**src/common/gpm_pkg.sv**
```systemverilog
// package of pin classes, mode encodings and carrier structs for the pin mode block
// Functional notes
// standard pin: ddr/opt select float, pull-up, od, pp
// pull-up interrupt pin: opt=1 input adds interrupt
// no-pull interrupt pin: interrupt input stays floating
// true open drain: ddr only, never drives high
// software sets pull-up interrupt before halt
// software rewrites interrupt sensitivity before halt
// input-only pull-up pin always pulls up; reset clears o_pull_en until the first clock edge after release
package gpm_pkg;

  // ****************************************
  // pin classes and geometry
  // ****************************************
  localparam int GPM_PINS = 8;
  localparam logic [2:0] GPM_CLASS_STD = 3'h0;
  localparam logic [2:0] GPM_CLASS_INT_PU = 3'h1;
  localparam logic [2:0] GPM_CLASS_INT_NOPU = 3'h2;
  localparam logic [2:0] GPM_CLASS_TRUE_OD = 3'h3;
  localparam logic [2:0] GPM_CLASS_PU_ONLY = 3'h4;

  // ****************************************
  // reset values of the configuration
  // ****************************************
  localparam logic GPM_DDR_RST = 1'b0;
  localparam logic GPM_OPT_RST = 1'b0;

  // resulting pin mode, one-hot
  typedef enum logic [4:0] {
    GPM_FLOAT_IN = 5'h01,
    GPM_PULLUP_IN = 5'h02,
    GPM_OPEN_DRAIN = 5'h04,
    GPM_PUSH_PULL = 5'h08,
    GPM_TRUE_OD = 5'h10
  } gpm_mode_t;

  // per-pin configuration from software
  typedef struct packed {
    logic ddr;
    logic opt;
    logic data;
  } gpm_cfg_t;

  // per-pin drive toward the pad
  typedef struct packed {
    logic out;
    logic oe;
    logic pull_en;
    logic irq_en;
  } gpm_drv_t;

endpackage

```
**src/design/gpm_pin_cell.sv**
```systemverilog
// one pin: mode decode, pad drive and input synchroniser
`timescale 1ns/1ps
module gpm_pin_cell #(
  parameter logic [2:0] PIN_CLASS = 3'h0
) (
  // clock and reset
  input wire logic i_ref_clk,
  input wire logic i_reset_n,
  // configuration
  input wire gpm_pkg::gpm_cfg_t i_cfg,
  // pad
  input wire logic i_pad_in,
  output logic o_pad_out,
  output logic o_pad_oe,
  output logic o_pull_en,
  // core side
  output logic o_irq_in,
  output logic o_irq_en,
  output logic o_in_sync,
  output gpm_pkg::gpm_mode_t o_mode
);
  import gpm_pkg::*;

  gpm_mode_t mode_d;
  gpm_mode_t mode_q;
  gpm_drv_t drv_d;
  gpm_drv_t drv_q;
  logic sync1_q;
  logic sync2_q;
  logic sync_d;

  // mode decode per pin class
  always_comb begin
    mode_d = GPM_FLOAT_IN;
    drv_d = '0;
    case (PIN_CLASS)
      GPM_CLASS_TRUE_OD: begin
        // option bit has no effect here
        mode_d = i_cfg.ddr ? GPM_TRUE_OD : GPM_FLOAT_IN;
        drv_d.oe = i_cfg.ddr & ~i_cfg.data;
      end
      GPM_CLASS_PU_ONLY: begin
        // config bits ignored: always pull-up input
        mode_d = GPM_PULLUP_IN;
        drv_d.pull_en = 1'b1;
      end
      default: begin
        if (i_cfg.ddr) begin
          mode_d = i_cfg.opt ? GPM_PUSH_PULL : GPM_OPEN_DRAIN;
          drv_d.out = i_cfg.opt & i_cfg.data;
          drv_d.oe = i_cfg.opt | ~i_cfg.data;
        end else if (i_cfg.opt) begin
          drv_d.irq_en = (PIN_CLASS != GPM_CLASS_STD);
          drv_d.pull_en = (PIN_CLASS != GPM_CLASS_INT_NOPU);
          mode_d = drv_d.pull_en ? GPM_PULLUP_IN : GPM_FLOAT_IN;
        end
      end
    endcase
  end

  // input synchroniser; second stage feeds everything
  always_comb begin
    sync_d = sync1_q;
  end

  // registers
  always_ff @(posedge i_ref_clk or negedge i_reset_n) begin
    if (!i_reset_n) begin
      mode_q <= GPM_FLOAT_IN;
      drv_q <= '0;
      sync1_q <= 1'b0;
      sync2_q <= 1'b0;
    end else begin
      mode_q <= mode_d;
      drv_q <= drv_d;
      sync1_q <= i_pad_in;
      sync2_q <= sync_d;
    end
  end

  assign o_mode = mode_q;
  assign o_pad_out = drv_q.out;
  assign o_pad_oe = drv_q.oe;
  assign o_pull_en = drv_q.pull_en;
  assign o_irq_en = drv_q.irq_en;
  assign o_irq_in = sync2_q;
  assign o_in_sync = sync2_q;

  // a true open-drain pin never drives a high level
  a_tod_no_high: assert property (@(posedge i_ref_clk) disable iff (!i_reset_n)
    (mode_q == GPM_TRUE_OD) |-> !(o_pad_oe && o_pad_out))
    else $error("true open drain drives high");
  // push-pull output follows data, one cycle after config; antecedents sample reset
  // because the edge that releases reset still leaves the registers cleared
  a_pp_drive: assert property (@(posedge i_ref_clk) disable iff (!i_reset_n)
    (i_reset_n && PIN_CLASS <= GPM_CLASS_INT_NOPU && i_cfg.ddr && i_cfg.opt) |=> (o_pad_oe
    && o_pad_out == $past(i_cfg.data) && mode_q == GPM_PUSH_PULL))
    else $error("push-pull drive wrong");
  // open drain releases a high bit
  a_od_release: assert property (@(posedge i_ref_clk) disable iff (!i_reset_n)
    (i_reset_n && PIN_CLASS <= GPM_CLASS_INT_NOPU && i_cfg.ddr && !i_cfg.opt && i_cfg.data)
    |=> !o_pad_oe)
    else $error("open drain drove high");
  // pull-up interrupt input
  a_int_pullup: assert property (@(posedge i_ref_clk) disable iff (!i_reset_n)
    (i_reset_n && PIN_CLASS == GPM_CLASS_INT_PU && !i_cfg.ddr && i_cfg.opt)
    |=> (o_irq_en && o_pull_en && !o_pad_oe))
    else $error("pull-up interrupt input wrong");
  // floating interrupt input
  a_int_float: assert property (@(posedge i_ref_clk) disable iff (!i_reset_n)
    (i_reset_n && PIN_CLASS == GPM_CLASS_INT_NOPU && !i_cfg.ddr && i_cfg.opt)
    |=> (o_irq_en && !o_pull_en && mode_q == GPM_FLOAT_IN))
    else $error("floating interrupt input wrong");
  // input-only pull-up pin
  a_pu_only: assert property (@(posedge i_ref_clk) disable iff (!i_reset_n)
    (i_reset_n && PIN_CLASS == GPM_CLASS_PU_ONLY) |=> (o_pull_en && !o_pad_oe && !o_irq_en))
    else $error("pull-up only pin misbehaves");
  // synchroniser latency two cycles, counted from an edge taken out of reset
  a_sync_lat: assert property (@(posedge i_ref_clk) disable iff (!i_reset_n)
    i_reset_n |-> ##2 (o_in_sync == $past(i_pad_in, 2)))
    else $error("input sync latency wrong");
  // interrupt never enabled on standard pin
  a_std_noirq: assert property (@(posedge i_ref_clk) disable iff (!i_reset_n)
    (PIN_CLASS == GPM_CLASS_STD) |-> !o_irq_en)
    else $error("standard pin has interrupt");
endmodule

```
**src/design/gpm_port.sv**
```systemverilog
// eight-pin port of mixed classes built from pin cells
`timescale 1ns/1ps
module gpm_port (
  // clock and reset
  input wire logic i_ref_clk,
  input wire logic i_reset_n,
  // configuration per pin
  input wire gpm_pkg::gpm_cfg_t [7:0] i_cfg,
  // pads
  input wire logic [7:0] i_pad_in,
  output logic [7:0] o_pad_out,
  output logic [7:0] o_pad_oe,
  output logic [7:0] o_pull_en,
  // core side
  output logic [7:0] o_in_data,
  output logic [7:0] o_irq_in,
  output logic [7:0] o_irq_en
);
  import gpm_pkg::*;

  // ****************************************
  // pin class map: 7:6 true od, 5 pull-up only, 4 std,
  // 3 no-pull interrupt, 2:0 pull-up interrupt
  // ****************************************
  localparam logic [23:0] CLASS_MAP = {GPM_CLASS_TRUE_OD, GPM_CLASS_TRUE_OD,
    GPM_CLASS_PU_ONLY, GPM_CLASS_STD, GPM_CLASS_INT_NOPU,
    GPM_CLASS_INT_PU, GPM_CLASS_INT_PU, GPM_CLASS_INT_PU};

  // one cell per pin; cell outputs are flip-flops
  for (genvar g = 0; g < GPM_PINS; g++) begin : g_pin
    gpm_pin_cell #(.PIN_CLASS(CLASS_MAP[3*g +: 3])) u_cell (
      .i_ref_clk(i_ref_clk),
      .i_reset_n(i_reset_n),
      .i_cfg(i_cfg[g]),
      .i_pad_in(i_pad_in[g]),
      .o_pad_out(o_pad_out[g]),
      .o_pad_oe(o_pad_oe[g]),
      .o_pull_en(o_pull_en[g]),
      .o_irq_in(o_irq_in[g]),
      .o_irq_en(o_irq_en[g]),
      .o_in_sync(o_in_data[g]),
      .o_mode()
    );
  end
endmodule

```
**config.mk**
```make
export PLATFORM = sky130hd
export DESIGN_NAME = gpm_port
export DESIGN_NICKNAME = d
export VERILOG_FILES = /design/src/common/gpm_pkg.sv /design/src/design/gpm_pin_cell.sv /design/src/design/gpm_port.sv
export SDC_FILE = /design/constraint.sdc
export NUM_CORES = 1
export LEC_CHECK = 0
export ABC_CLOCK_PERIOD_IN_PS = 800
export BUFFER_PORTS_ARGS = -buffer_cell sky130_fd_sc_hd__buf_4
export CAP_MARGIN = 20
export CORE_MARGIN = 1
export CORE_UTILIZATION = 38
export DETAILED_ROUTE_END_ITERATION = 12
export PLACE_DENSITY = 0.83
export SYNTH_ARGS = -nofsm -noshare
export SYNTH_HDL_FRONTEND = slang
export SYNTH_SLANG_ARGS = --single-unit
```
**constraint.sdc**
```tcl
create_clock -name i_ref_clk -period 0.8 [get_ports i_ref_clk]
set_clock_uncertainty 0.15 [all_clocks]
set_input_delay 0.04 -clock i_ref_clk [delete_from_list [all_inputs] [get_ports i_ref_clk]]
set_output_delay 0.04 -clock i_ref_clk [all_outputs]
set_load 0.02 [all_outputs]
```
==> impl_results.md <==
- LEAKAGE: 1.05 nW
- Failing checks: negative hold slack, negative setup slack
- Slew Viols, Final: 0
- GR Overflow Total: 0
- Logic gate share of total power: 0.199
- Peak Freq: 926 MHz
- Switch share: 0.264
- Synth unique cells: 8
- First-pass iteration count of the detailed router: 4
- Slowest CP cell: dfrtp_1
- Synth Instances: 106
- Share of layout cells above drive strength 1: 0.458
- # diodes: 0
- Register area share after synthesis: 0.633
- Nets: 202
- GPL Wtd Cong: 0.651
- Register-to-register path setup slack: 0.16 ns
- Routed length per instance: 11.4 um
- Crit path cell chain: buf_6
- Met2 usage: 0.224
- Worst Path Required: 0.61 ns
- Total GRT Usage: 0.145
- Initial antenna violation count: 0
- Setup Buffers After CTS: 0
- CTS clock-pin slew for the worst setup and hold paths: 0.10 ns
- Family with the most delay on the worst path: flip-flops
- Clk network pwr share: 0.253
- RSZ-0062 raised after global routing: true
- Post-Route WL: 2430 um
- Max-Cap Viols: 0
- Flop pwr share: 0.548
- Hold slack: -0.0785 ns
- Root Buffer: clkbuf_4
- Net Sw Power: 0.000892 W
- Crit-path max FO: 2
- Core area: 0.00336 mm^2
- Fin. Hold Viols: 1
- CP Buf/Inv Count: 1
- HP Class: input port to flop
- Post-route DRC: 0
- Critical path endpoint category: output pin
- Busiest grt layer: met2
- Dpl ws: 0.0807 ns
- Final setup violation count: 43
- Tcrit/Tclk final: 1.35
- DRT iter0 DRCs: 8
- Kind of critical path: flop to output pin
- Post-route setup TNS: -9.74 ns
- TritonCTS Buffers: 5
- Non-Filler Instances: 214
- WP data arrival: 0.89 ns
- Die Width: 61.5 um
- Pwr dens: 1680 mW/mm^2
- Final Power: 0.00338 W
- Placed instance count: 179
- Pint: 0.00248 W
- Status: finished with violations
- Minimum clock period: 1.08 ns
- FF-to-FF Start: g_pin[6].u_cell.sync1_q$_DFF_PN0_
- Number of routed nets with antenna violations: 0
- Met3 Usage GRT: 0.107
- Number of synthesized register bits: 34
- Io pins: 82
- Worst vdd rail ir drop: 1360 uV
- Critical Path Start: g_pin[0].u_cell.o_irq_en$_DFF_PN0_
- Setup WS post-layout: -0.280 ns
- Clock Sinks: 34
- CTS tree: done
- Clock Latency Late Sink: 0.33 ns
- Die area: 0.00378 mm^2
- Synth warn: 0
- Pin count of the biggest net entering global routing: 35
- CTS H-tree depth: 2
- Vias: 857
- Vias in the first global route: 868
- First-pass GRT wire length: 3610 um
- Core Rows: 21
- Mapped Area: 0.00134 mm^2
- Max clock buf depth: 2
- Hold path start: i_cfg[3]
- GRT met1 Usage: 0.147
- Crit start category: flop
- Die span in y: 61.5 um
- IO Port Bufs: 65
- Max stage delay on crit path: 0.42 ns
- Final HPWL DP: 1490 um
- Initial Util: 0.400
- Via density: 4.00
- Syn-to-layout area delta: 49.8%
- Avg Cell Area, Syn: 12.7 um^2
## power groups by stage
stage | registers (W) | logic [W] | clock network [W]
global placement | 0.00187 | 0.000501 | 0
finish | 0.00185 | 0.000671 | 0.000854
CTS | 0.00185 | 0.000663 | 0.000883
floorplan | 0.00186 | 0.000389 | 0
global route | 0.00186 | 0.000725 | 0.000957
detailed placement | 0.00187 | 0.000513 | 0
## state kept, by name, indices dropped and copies added, names as in the netlist
register,flops
g_pin.u_cell.o_in_sync,8
g_pin.u_cell.sync1_q,8
g_pin.u_cell.o_pad_oe,7
g_pin.u_cell.o_pad_out,5
g_pin.u_cell.o_irq_en,4
g_pin.u_cell.o_pull_en,2
## placed cells by master, fill, tap and decap left out, drive strengths merged
master | netlist | layout
conb | 2 | 12
nor2b | 2 | 2
dfrtp | 34 | 34
a21boi | 5 | 5
inv | 5 | 5
dlygate4sd3 | 0 | 27
buf | 48 | 65
nor2 | 5 | 5
dlymetal6s4s | 0 | 1
and3 | 5 | 5
clkbuf | 0 | 5
clkinv | 0 | 2
## cell usage after synthesis, drive strengths merged
library cell / instances / area share
dfrtp: 34 / 0.63
inv: 5 / 0.014
conb: 2 / 0.0056
buf: 48 / 0.27
nor2b: 2 / 0.0093
nor2: 5 / 0.014
a21boi: 5 / 0.028
and3: 5 / 0.028
## repair_timing
item | in CTS | in global routing
endpoints found under the hold margin | 59 | 15
hold buffers | 28 | 9
pin swaps | 0 | 0
gates cloned | 0 | 0
endpoints found under the setup margin | 37 | 42
resized for setup | 29 | 3
## per-layer routing
layer,routed length (um),vias up
met5,0,-
met4,38,0
met3,327,6
met2,1230,64
met1,842,395
li1,-,392
## layout make-up
type                            count  area, um^2
Clock buffer                        5        37.5
Clock inverter                      2        10.0
Fill cell                         251        1350
Inverter                            5        18.8
Multi-Input combinational cell     29         151
Sequential cell                    34         851
Tap cell                           46        57.6
Timing Repair Buffer               93         887
## cell families after synthesis
logic type,synth area share
other,0.00559
AO/OA/AOI/OAI,0.0279
flip-flops,0.633
AND/OR/NAND/NOR,0.0512
buffers and inverters,0.282
## per-stage QoR
step	cell area, um^2	util
final	2010	0.599
after global routing	2010	0.599
after CTS	2000	0.596
after detailed placement	1570	0.466
after global placement	1570	0.466
after floorplan	1380	-
## final timing paths
kind	endpoint	cells past startpoint
worst max register to register	g_pin[6].u_cell.o_in_sync$_DFF_PN0_	0
worst min-delay path	g_pin[1].u_cell.o_pad_oe$_DFF_PN0_	3
worst min register to register	g_pin[1].u_cell.o_in_sync$_DFF_PN0_	0
worst max-delay path	o_irq_en[0]	1
min in group asynchronous	g_pin[3].u_cell.o_irq_en$_DFF_PN0_	2
max in group asynchronous	g_pin[4].u_cell.o_in_sync$_DFF_PN0_	2
Note: power is estimated with default switching activity, not from simulation.
